### config.mk
export PLATFORM = sky130hd
export DESIGN_NAME = psg_stage_guard
export DESIGN_NICKNAME = d
export VERILOG_FILES = /design/src/psg_pkg.sv /design/src/psg_pin_if.sv /design/src/psg_input_filter.sv /design/src/psg_stage_guard.sv
export VERILOG_INCLUDE_DIRS = /design/src
export SDC_FILE = /design/constraint.sdc
export NUM_CORES = 1
export LEC_CHECK = 0
export BUFFER_PORTS_ARGS = -buffer_cell sky130_fd_sc_hd__buf_4
export CAP_MARGIN = 20
export CELL_PAD_IN_SITES_DETAIL_PLACEMENT = 0
export CELL_PAD_IN_SITES_GLOBAL_PLACEMENT = 1
export CORE_UTILIZATION = 45
export DETAILED_ROUTE_END_ITERATION = 10
export PLACE_DENSITY_LB_ADDON = 0.1
export SLEW_MARGIN = 25
export SYNTH_ARGS = -nofsm -noshare
export SYNTH_HDL_FRONTEND = slang
export SYNTH_SLANG_ARGS = --single-unit
### constraint.sdc
create_clock -name core_clk -period 16.7 [get_ports core_clk]
set_input_delay 2.505 -clock core_clk [delete_from_list [all_inputs] [get_ports core_clk]]
set_output_delay 2.505 -clock core_clk [all_outputs]
set_load 0.05 [all_outputs]
### src/psg_defines.svh
// register offsets, field positions, reset values and timing counts of the stage guard
`ifndef PSG_DEFINES_SVH
`define PSG_DEFINES_SVH

`define PSG_ADDR_RAMP_INTERVAL 9'h007
`define PSG_ADDR_CONDITION 9'h03c
`define PSG_ADDR_RAMP_LOWER 9'h040
`define PSG_ADDR_RAMP_UPPER 9'h041
`define PSG_ADDR_RAMP_STEP 9'h042
`define PSG_ADDR_EVENT_STATUS 9'h050
`define PSG_ADDR_EVENT_MASK 9'h051
`define PSG_ADDR_VOLUME 9'h052

`define PSG_RST_RAMP_INTERVAL 16'h0000
`define PSG_RST_RAMP_LOWER 16'h0000
`define PSG_RST_RAMP_UPPER 16'h7fff
`define PSG_RST_RAMP_STEP 16'h0001
`define PSG_RST_EVENT_MASK 4'h0

`define PSG_COND_WARN_BIT 0
`define PSG_COND_FAULT_BIT 1

`define PSG_EVT_FAULT_BIT 0
`define PSG_EVT_WARN_BIT 1
`define PSG_EVT_LOWER_BIT 2
`define PSG_EVT_UPPER_BIT 3

`define PSG_STEP_CYCLES_PER_UNIT 21'h000010

`endif

### src/psg_pkg.sv
// types shared by the stage guard modules
package psg_pkg;

  typedef logic [8:0] psg_addr_t;
  typedef logic [15:0] psg_word_t;
  typedef logic [3:0] psg_evt_t;

  typedef enum logic [1:0] {
    PSG_RAMP_HOLD = 2'b00,
    PSG_RAMP_DOWN = 2'b01,
    PSG_RAMP_UP = 2'b11
  } psg_ramp_t;

endpackage

### src/psg_pin_if.sv
// stage input pins between the input filter and the guard core
`timescale 1ns/1ps
`default_nettype none

interface psg_pin_if;
  logic faultLowRaw;
  logic warnLowRaw;
  logic faultLow;
  logic warnLow;

  modport filt (
    input faultLowRaw,
    input warnLowRaw,
    output faultLow,
    output warnLow
  );

  modport core (
    input faultLow,
    input warnLow
  );
endinterface

`default_nettype wire

### src/psg_input_filter.sv
// three-stage synchroniser and agreement filter for the stage inputs
`timescale 1ns/1ps
`default_nettype none

module psg_input_filter (
  input wire logic core_clk, // core clock
  input wire logic sys_rst, // synchronous reset, active high
  psg_pin_if.filt pins // raw pins in, filtered levels out
);
  import psg_pkg::*;

  typedef struct packed {
    logic [1:0] stage1;
    logic [1:0] stage2;
    logic [1:0] stage3;
    logic [1:0] level;
  } psg_filter_state_t;

  psg_filter_state_t st;
  psg_filter_state_t next_st;

  always_comb begin
    next_st = st;
    next_st.stage1 = {pins.faultLowRaw, pins.warnLowRaw};
    next_st.stage2 = st.stage1;
    next_st.stage3 = st.stage2;
    for (int i = 0; i < 2; i++) begin
      if (st.stage2[i] == st.stage3[i]) begin
        next_st.level[i] = st.stage3[i];
      end
    end
    if (sys_rst) begin
      // inputs idle high: no fault, no warning
      next_st = '{stage1: 2'h3, stage2: 2'h3, stage3: 2'h3, level: 2'h3};
    end
  end

  always_ff @(posedge core_clk) begin
    st <= next_st;
  end

  assign pins.warnLow = st.level[0];
  assign pins.faultLow = st.level[1];
endmodule

`default_nettype wire

### src/psg_stage_guard.sv
// power stage guard: enable pair, fault/warning handling and volume ramp
//
// Overview of operation
// - two enable outputs, always complementary
// - both enables high-impedance while reset held
// - fault low drives both enables inactive
// - fault released re-enables the stage
// - warning low ramps volume down to lower
// - warning released ramps volume up to upper
// - one step per 16*(interval+1) cycles
// - step interval register at 007h, shared
// - lower, upper, step at 040h-042h
// - live warning and fault levels readable
// - reset restores all registers to defaults
`include "psg_defines.svh"
`timescale 1ns/1ps
`default_nettype none

module psg_stage_guard (
  input wire logic core_clk, // core clock, 10 MHz
  input wire logic sys_rst, // synchronous reset, active high
  input wire psg_pkg::psg_addr_t regAddr, // register word address
  input wire psg_pkg::psg_word_t regWriteData, // register write data
  input wire logic regWrite, // write strobe
  input wire logic regRead, // read strobe
  output logic [15:0] regReadData, // read data, cycle after strobe
  input wire logic stageFaultLowIn, // stage fault pin, active low
  input wire logic stageWarningLowIn, // stage warning pin, active low
  output logic stageEnableHighOut, // enable, active high
  output logic stageEnableHighOe, // drive enable of the high-active pin
  output logic stageEnableLowOut, // enable, active low
  output logic stageEnableLowOe, // drive enable of the low-active pin
  output logic [15:0] pcmVolume, // ramped pcm volume
  output logic irq // level interrupt, high while unmasked event pending
);
  import psg_pkg::*;

  ////////////////////////////////////////////////////////////////////////////
  // state

  typedef struct packed {
    psg_word_t rampInterval;
    psg_word_t rampLower;
    psg_word_t rampUpper;
    psg_word_t rampStep;
    psg_word_t volume;
    psg_ramp_t ramp;
    logic [20:0] prescale;
    psg_evt_t evtStatus;
    psg_evt_t evtMask;
    psg_word_t readData;
    logic irq;
    logic enHigh;
    logic enLow;
    logic enOe;
    logic faultSeen;
    logic warnSeen;
  } psg_core_state_t;

  psg_core_state_t st;
  psg_core_state_t next_st;

  ////////////////////////////////////////////////////////////////////////////
  // helpers

  // step toward the lower endpoint without passing it
  function automatic psg_word_t stepDown(psg_word_t vol, psg_word_t step, psg_word_t lower);
    logic [16:0] floorSum;
    floorSum = {1'b0, lower} + {1'b0, step};
    if ({1'b0, vol} <= floorSum) begin
      return lower;
    end
    return vol - step;
  endfunction

  // step toward the upper endpoint without passing it
  function automatic psg_word_t stepUp(psg_word_t vol, psg_word_t step, psg_word_t upper);
    logic [16:0] sum;
    sum = {1'b0, vol} + {1'b0, step};
    if (sum >= {1'b0, upper}) begin
      return upper;
    end
    return sum[15:0];
  endfunction

  // cycles between volume steps
  function automatic logic [20:0] stepPeriod(psg_word_t interval);
    logic [20:0] units;
    units = {5'h00, interval} + 21'h000001;
    return 21'(units * `PSG_STEP_CYCLES_PER_UNIT);
  endfunction

  ////////////////////////////////////////////////////////////////////////////
  // synchronised stage inputs

  psg_pin_if pins ();

  assign pins.faultLowRaw = stageFaultLowIn;
  assign pins.warnLowRaw = stageWarningLowIn;

  psg_input_filter inputFilter (
    .core_clk(core_clk),
    .sys_rst(sys_rst),
    .pins(pins)
  );

  logic faultActive;
  logic warnActive;

  assign faultActive = ~pins.faultLow;
  assign warnActive = ~pins.warnLow;

  ////////////////////////////////////////////////////////////////////////////
  // next state

  always_comb begin
    psg_evt_t events;
    psg_word_t newVolume;
    logic stepNow;
    events = 4'h0;
    newVolume = st.volume;
    stepNow = 1'b0;
    next_st = st;

    // stage enable pair
    next_st.enOe = 1'b1;
    next_st.enHigh = ~faultActive;
    next_st.enLow = faultActive;

    // ramp direction follows the warning level
    if (warnActive) begin
      next_st.ramp = PSG_RAMP_DOWN;
    end else if (st.volume != st.rampUpper) begin
      next_st.ramp = PSG_RAMP_UP;
    end else begin
      next_st.ramp = PSG_RAMP_HOLD;
    end

    // step pacing; the count restarts when the direction changes
    if (st.ramp == PSG_RAMP_HOLD || next_st.ramp != st.ramp) begin
      next_st.prescale = 21'h000000;
    end else if (st.prescale >= stepPeriod(st.rampInterval) - 21'h000001) begin
      next_st.prescale = 21'h000000;
      stepNow = 1'b1;
    end else begin
      next_st.prescale = st.prescale + 21'h000001;
    end

    if (stepNow) begin
      case (st.ramp)
        PSG_RAMP_DOWN: begin
          newVolume = stepDown(st.volume, st.rampStep, st.rampLower);
        end
        PSG_RAMP_UP: begin
          newVolume = stepUp(st.volume, st.rampStep, st.rampUpper);
        end
        default: begin
          newVolume = st.volume;
        end
      endcase
    end
    next_st.volume = newVolume;

    // events
    next_st.faultSeen = faultActive;
    next_st.warnSeen = warnActive;
    events[`PSG_EVT_FAULT_BIT] = faultActive & ~st.faultSeen;
    events[`PSG_EVT_WARN_BIT] = warnActive & ~st.warnSeen;
    events[`PSG_EVT_LOWER_BIT] = stepNow & (st.ramp == PSG_RAMP_DOWN) &
      (newVolume == st.rampLower) & (st.volume != st.rampLower);
    events[`PSG_EVT_UPPER_BIT] = stepNow & (st.ramp == PSG_RAMP_UP) &
      (newVolume == st.rampUpper) & (st.volume != st.rampUpper);

    // register writes
    if (regWrite) begin
      case (regAddr)
        `PSG_ADDR_RAMP_INTERVAL: begin
          next_st.rampInterval = regWriteData;
        end
        `PSG_ADDR_RAMP_LOWER: begin
          next_st.rampLower = regWriteData;
        end
        `PSG_ADDR_RAMP_UPPER: begin
          next_st.rampUpper = regWriteData;
        end
        `PSG_ADDR_RAMP_STEP: begin
          next_st.rampStep = regWriteData;
        end
        `PSG_ADDR_EVENT_STATUS: begin
          next_st.evtStatus = st.evtStatus & ~regWriteData[3:0];
        end
        `PSG_ADDR_EVENT_MASK: begin
          next_st.evtMask = regWriteData[3:0];
        end
        default: begin
          next_st.evtMask = st.evtMask;
        end
      endcase
    end
    // a new event wins over a clear in the same cycle
    next_st.evtStatus = next_st.evtStatus | events;
    next_st.irq = |(next_st.evtStatus & next_st.evtMask);

    // register reads
    next_st.readData = 16'h0000;
    if (regRead) begin
      case (regAddr)
        `PSG_ADDR_RAMP_INTERVAL: begin
          next_st.readData = st.rampInterval;
        end
        `PSG_ADDR_RAMP_LOWER: begin
          next_st.readData = st.rampLower;
        end
        `PSG_ADDR_RAMP_UPPER: begin
          next_st.readData = st.rampUpper;
        end
        `PSG_ADDR_RAMP_STEP: begin
          next_st.readData = st.rampStep;
        end
        `PSG_ADDR_CONDITION: begin
          next_st.readData[`PSG_COND_WARN_BIT] = pins.warnLow;
          next_st.readData[`PSG_COND_FAULT_BIT] = pins.faultLow;
        end
        `PSG_ADDR_EVENT_STATUS: begin
          next_st.readData = {12'h000, st.evtStatus};
        end
        `PSG_ADDR_EVENT_MASK: begin
          next_st.readData = {12'h000, st.evtMask};
        end
        `PSG_ADDR_VOLUME: begin
          next_st.readData = st.volume;
        end
        default: begin
          next_st.readData = 16'h0000;
        end
      endcase
    end

    if (sys_rst) begin
      next_st.rampInterval = `PSG_RST_RAMP_INTERVAL;
      next_st.rampLower = `PSG_RST_RAMP_LOWER;
      next_st.rampUpper = `PSG_RST_RAMP_UPPER;
      next_st.rampStep = `PSG_RST_RAMP_STEP;
      next_st.volume = `PSG_RST_RAMP_UPPER;
      next_st.ramp = PSG_RAMP_HOLD;
      next_st.prescale = 21'h000000;
      next_st.evtStatus = 4'h0;
      next_st.evtMask = `PSG_RST_EVENT_MASK;
      next_st.readData = 16'h0000;
      next_st.irq = 1'b0;
      next_st.enHigh = 1'b0;
      next_st.enLow = 1'b1;
      next_st.enOe = 1'b0;
      next_st.faultSeen = 1'b0;
      next_st.warnSeen = 1'b0;
    end
  end

  always_ff @(posedge core_clk) begin
    st <= next_st;
  end

  ////////////////////////////////////////////////////////////////////////////
  // outputs, all straight from state

  assign regReadData = st.readData;
  assign stageEnableHighOut = st.enHigh;
  assign stageEnableLowOut = st.enLow;
  assign stageEnableHighOe = st.enOe;
  assign stageEnableLowOe = st.enOe;
  assign pcmVolume = st.volume;
  assign irq = st.irq;
endmodule

`default_nettype wire

==> results.yml, run 1 <==
run_status:
  status: "finished clean"
synthesis:
  ys_async_sr_fraction: 0
  avgSynthCellArea_um2: 7.76
  mappedNetlistArea_um2: 11200
  synth_ff_type: "dfxtp_1"
  seq_area_frac_synth: 0.251
  synth_edf_count: 0
  synth_nets: 1581
  synth_cell_types: 86
  ys_warn_count: 0
  ys_ff_latch: 141
  syn_inst: 1449
sta:
  slew_viol_final: 0
  max_slew.worst_pin.slew_ns: 0.950
  finalCritPeriodShare: 0.420
  min_period_ns: 7.02
  rsz0062_at_grt: "false"
  final-setup-viol-count: 0
  hold_slack_ns: 0.412
  setup_ws_ns: 9.68
  max_freq_ghz: 0.142
  finClkSkew_ns: 0.0140
  fin_tns_setup_ns: 0
  max-slew-margin-rel: 0.366
  hold_viol: 0
placement:
  dpl.cell_count: 1748
  port_buffers: 67
  pre_cts_ws_ns: 9.90
  hpwlAfterDp_mm: 29.7
  gp_congestion: 0.932
clock_network:
  cts_hold_buf: 0
  cts.sink_count: 141
  clock_path_buffers: 2
  postCtsSetupBuffers: 0
  ctsResizeCount: 0
  cts_tree: "yes"
  root_buffer: "clkbuf_16"
  numCtsBuffers: 17
  htree_num_levels: 4
  clk_pin_slew_ns: 0.07
  clkLatencyLatePin_ns: 0.44
worst_setup_path:
  slowest_delay_ns: 0.53
  endpoint_kind: "flip-flop"
  required_ns: 17.05
  critPathKind: "reg -> reg"
  start_kind: "flip-flop"
  cp_num_buf_inv: 0
  crit_slowest_cell: "dfxtp_1"
  arrival_ns: 7.37
  cp_max_fo: 17
  cpMostUsedCell: "a21oi_1"
  crit_family: "compound AO/OA/AOI/OAI gates"
die:
  start_util: 0.461
  dieArea_um2: 25600
  fp-row-count: 57
  die_h_um: 160
  core-area_um2: 24400
  num_io_pins: 68
  die_x_um: 160
finish:
  layout_commonest_cell: "nand2_1"
  drive_gt1_frac: 0.104
  area_delta_synth_final_pct: 9.25
  final_cells: 1780
  num_antenna_cells: 0
  mostFrequentLayoutCells: "nand2_1 (196), a21oi_1 (142), dfxtp_1 (141)"
  final_nets: 1575
power:
  netSwitchingPower_mw: 0.176
  swShare: 0.233
  p_total_mw: 0.758
  ir_drop_mv: 0.0725
  clock_power_share: 0.521
  p_comb_frac: 0.032
  internal-power_mw: 0.581
  seqPwrFrac: 0.447
  p_leak_nw: 4.77
  power_density_nw_per_um2: 61.7
job:
  cap_violations: 0
global_routing:
  grt_max_degree: 74
  grt.overflow.total: 0
  grt_pass1_vias: 10011
  grtUsageTotal: 0.302
  antenna_found_initial: 0
  grt_pass1_wl_mm: 59.4
detailed_routing:
  via_count: 10716
  drtAntennaViolNets: 0
  firstDrtPassIters: 7
  drt_iter0_drc: 965
  drc: 0
  wirelength_mm: 38.5
  via_per_inst: 6.02
  routedWlPerCell_um: 21.6
hold_path:
  hp-class: "reg -> reg"
[worst paths after layout]
path / from / to / slack, ns / depth (start not counted)
worst max-delay path: st[102] / irq / 9.68 / 26
worst min register to register: inputFilter.st[6] / inputFilter.st[4] / 0.41 / 1
worst max register to register: st[102] / irq / 9.68 / 26
worst min-delay path: inputFilter.st[6] / inputFilter.st[4] / 0.41 / 1
[final cells by class]
class	instances	area, um^2
clock inverters	13	164
repair buffers	80	601
fillers	2476	12100
multi-input cells	1137	7610
well taps	324	405
clock buffers	19	433
inverters	66	248
flip-flops and latches	141	2820
[power by group through the flow]
| stage | combinational [mW] | clock (mW) | sequential [mW] |
|---|---|---|---|
| 2_1_floorplan | 0.00994 | 0 | 0.347 |
| 3_3_place_gp | 0.0241 | 0 | 0.346 |
| 3_5_place_dp | 0.0240 | 0 | 0.346 |
| 4_1_cts | 0.0241 | 0.398 | 0.338 |
| 5_1_grt | 0.0259 | 0.413 | 0.338 |
| 6_report | 0.0244 | 0.395 | 0.338 |
[state kept, by name (all words and copies together) (netlist names)]
signal                     cells
inputFilter.st                 6
pcmVolume                     16
stageEnableHighOe              1
inputFilter.pins.warnLow       1
st                            97
irq                            1
regReadData                   16
stageEnableLowOut              1
stageEnableHighOut             1
inputFilter.pins.faultLow      1
[synth_stat cells, types with 19 or more instances]
master    number  area [um^2]
nand3_1       29          145
a31oi_1       19          119
xnor2_1       76          666
nand4_1       27          169
clkbuf_1      55          206
a22oi_1       26          195
a21oi_1      142          711
xor2_1        38          333
dfxtp_1      141         2820
o211ai_1      22          165
inv_1         65          244
ha_1          98         1230
nor3_1        36          180
nand2_1      196          736
o21ai_0       31          155
buf_4         34          255
nor2_1       105          394
[per-stage QoR]
step                utilization  instance area, um^2
CTS                       0.504                12300
finish                    0.504                12300
global placement          0.479                11700
detailed placement        0.479                11700
global route              0.504                12300
floorplan                     -                11200
[metal layers]
layer  track usage  part of all wire  vias up  wire, um
met3        0.0449             0.072       46      2790
met5             0                 0        -         0
met2         0.495              0.46      424     17800
met1         0.404              0.44     5091     17100
li1              -                 -     5155         -
met4        0.0970             0.021        0       797
[cell families after synthesis]
group,after synthesis,share of synthesized area
AND/OR/NAND/NOR,508,0.212
AO/OA/AOI/OAI,394,0.242
buffers and inverters,171,0.0726
flip-flops,141,0.251
XOR/XNOR,115,0.0903
adder cells (fa/ha/maj),101,0.114
multiplexers,19,0.0175
[worst register-to-register path, delay by kind of cell, from the launching register on]
kind	cells	cell delay (ns)
XOR/XNOR	1	0.14
flip-flops	1	0.53
adder cells (fa/ha/maj)	2	0.60
AND/OR/NAND/NOR	5	1.48
AO/OA/AOI/OAI	17	3.88
multiplexers	1	0.27
(Power assumes the default switching activity.)
==> inputs of run 2 (changes only) <==
ABC_AREA = 1   (was unset)
clock period = 6.78 ns   (was 16.7 ns; I/O delays follow)
==> run 2 against run 1 <==
Critical path depth increased by 4. Final area up 1.9%. Clock power is 140% higher. Global-route usage increased by 3.0 points. Via count is 9.3% higher. Wire length rose by 9.6%. Utilization rose by 0.53 points. Sequential share of layout area down 0.44 points. Worst setup slack worse by 8.8 ns. Sequential power increased by 150%. Combinational power grew to 3.2 times the previous value.
==> results.yml, run 2 <==
clock_network:
  clk_pin_slew_ns: 0.07
  numCtsBuffers: 17
  ctsResizeCount: 0
  clkLatencyLatePin_ns: 0.45
  cts_hold_buf: 0
  clock_path_buffers: 2
  cts_tree: "yes"
  root_buffer: "clkbuf_16"
  htree_num_levels: 4
  postCtsSetupBuffers: 0
  cts.sink_count: 141
power:
  swShare: 0.262
  p_leak_nw: 5.82
  netSwitchingPower_mw: 0.487
  ir_drop_mv: 0.137
  power_density_nw_per_um2: 149
  seqPwrFrac: 0.448
  clock_power_share: 0.510
  p_comb_frac: 0.042
  internal-power_mw: 1.37
synthesis:
  synth_nets: 1867
  ys_ff_latch: 141
  syn_inst: 1735
  seq_area_frac_synth: 0.247
  synth_area_leader_cell: "dfxtp_1"
  ys_warn_count: 0
  avgSynthCellArea_um2: 6.58
  synth_area_leaders: "dfxtp_1 (25%), nand2_1 (14%), ha_1 (11%)"
  ys_async_sr_fraction: 0
  mappedNetlistArea_um2: 11400
  synth_top_area_share: 0.247
  synth_edf_count: 0
  synth_cell_types: 60
  synth_ff_type: "dfxtp_1"
  yosysMostFrequentCell: "nand2_1"
  synth_common_cells: "nand2_1 (419), inv_1 (203), nand3_1 (154)"
die:
  die_x_um: 161
  die_h_um: 161
  num_io_pins: 68
  core-area_um2: 24600
  start_util: 0.464
  fp-row-count: 57
  dieArea_um2: 26000
finish:
  multi_input_area_um2: 7320
  mostFrequentLayoutCells: "nand2_1 (419), inv_1 (202), nand3_1 (154)"
  num_antenna_cells: 0
  largest_reg_flops: 97
  layout_commonest_cell: "nand2_1"
  area_delta_synth_final_pct: 9.64
  final_nets: 1883
  seqCellArea_um2: 2820
  n_fill_cell: 2614
  final_cells: 2088
  fin_util: 0.509
  drive_gt1_frac: 0.0913
  max_flop_register: "st"
sta:
  max_freq_ghz: 0.170
  slew_viol_final: 0
  fin_tns_setup_ns: 0
  rsz0062_at_grt: "false"
  min_period_ns: 5.88
  max-slew-margin-rel: 0.376
  final-setup-viol-count: 0
  hold_viol: 0
  finalCritPeriodShare: 0.867
  max_slew.worst_pin.slew_ns: 0.934
  finClkSkew_ns: 0.0205
global_routing:
  antenna_found_initial: 0
  grt_max_degree: 51
  grt_pass1_wl_mm: 64.8
  grtUsageTotal: 0.332
  grt_pass1_vias: 10940
  grt.overflow.total: 0
placement:
  dpl.cell_count: 2056
  gp_congestion: 0.931
  port_buffers: 67
  hpwlAfterDp_mm: 33.6
detailed_routing:
  via_count: 11711
  wirelength_mm: 42.2
  drc: 0
  drt_iter0_drc: 1332
  firstDrtPassIters: 6
  drtAntennaViolNets: 0
  routedWlPerCell_um: 20.2
  via_per_inst: 5.61
worst_setup_path:
  cp_max_fo: 18
  endpoint_kind: "flip-flop"
  crit_family: "simple AND/OR/NAND/NOR gates"
  critPathKind: "reg -> reg"
  cpMostUsedCell: "nand2_1"
  reg2reg_slack_ns: 0.90
  rr_worst_depth: 30
  timing.rr.end: "irq"
  cp_num_buf_inv: 3
  start_kind: "flip-flop"
  rr_startpoint: "st[117]"
  slowest_delay_ns: 0.56
  crit_slowest_cell: "nor4_1"
  arrival_ns: 6.21
  required_ns: 7.11
hold_path:
  hp-start: "inputFilter.st[6]"
  hold_end: "inputFilter.st[4]"
  hold_depth: 1
  hp-class: "reg -> reg"
job:
  cap_violations: 0
run_status:
  status: "finished clean"
run 2: worst max-delay path by stage:
stage            start   to  slack [ns]  depth (start not counted)
5_1_grt        st[117]  irq        0.32                         29
4_1_cts        st[117]  irq        1.06                         30
3_5_place_dp   st[117]  irq        1.15                         30
6_report       st[117]  irq        0.90                         30
2_1_floorplan  st[117]  irq        2.55                         29
3_3_place_gp   st[117]  irq        1.15                         30
run 2: cells by family (layout without fill, tap and decap cells):
group           Yosys count  count (layout)  synth area share
simple gates            829             829             0.318
buf+inv                 296             325             0.113
compound gates          289             289             0.149
flops                   141             141             0.247
fa+ha+maj               102             102             0.113
xor+xnor                 78              78            0.0598
run 2: power by group through the flow:
stage,clock (mW),combinational [mW],sequential [mW]
global route,0.999,0.0847,0.833
CTS,0.960,0.0774,0.833
floorplan,0,0.0357,0.855
detailed placement,0,0.0772,0.852
global placement,0,0.0770,0.852
finish,0.949,0.0789,0.833
run 2: final cells by class:
class	count	area share
Clock inverter	14	0.0118
Timing Repair Buffer	77	0.0462
Sequential cell	141	0.225
Multi-Input combinational cell	1298	0.585
Clock buffer	18	0.0343
Inverter	216	0.0651
Tap cell	324	0.0324
run 2: stage by stage:
| step | hold slack (ns) | setup WS, ns | total power, mW | area (um^2) |
|---|---|---|---|---|
| finish | 0.413 | 0.901 | 1.86 | 12500 |
| global route | 0.433 | 0.318 | 1.92 | 12500 |
| CTS | 0.414 | 1.06 | 1.87 | 12500 |
| detailed placement | 0.395 | 1.15 | 0.929 | 11900 |
| global placement | 0.394 | 1.15 | 0.929 | 11900 |
| floorplan | 0.389 | 2.55 | 0.890 | 11400 |
run 2: worst register-to-register path: cells and delay by family, from the launching register on:
family | cells | cell delay, ns
flip-flops | 1 | 0.39
adder cells (fa/ha/maj) | 2 | 0.50
buffers and inverters | 3 | 0.49
XOR/XNOR | 2 | 0.33
AND/OR/NAND/NOR | 23 | 4.05
run 2: metal layers:
layer | global-route usage | routed length, um | up-vias
li1 | - | - | 5776
met1 | 0.481 | 20100 | 5379
met2 | 0.492 | 17600 | 497
met3 | 0.0583 | 3440 | 59
met4 | 0.107 | 1050 | 0
met5 | 0 | 0 | -
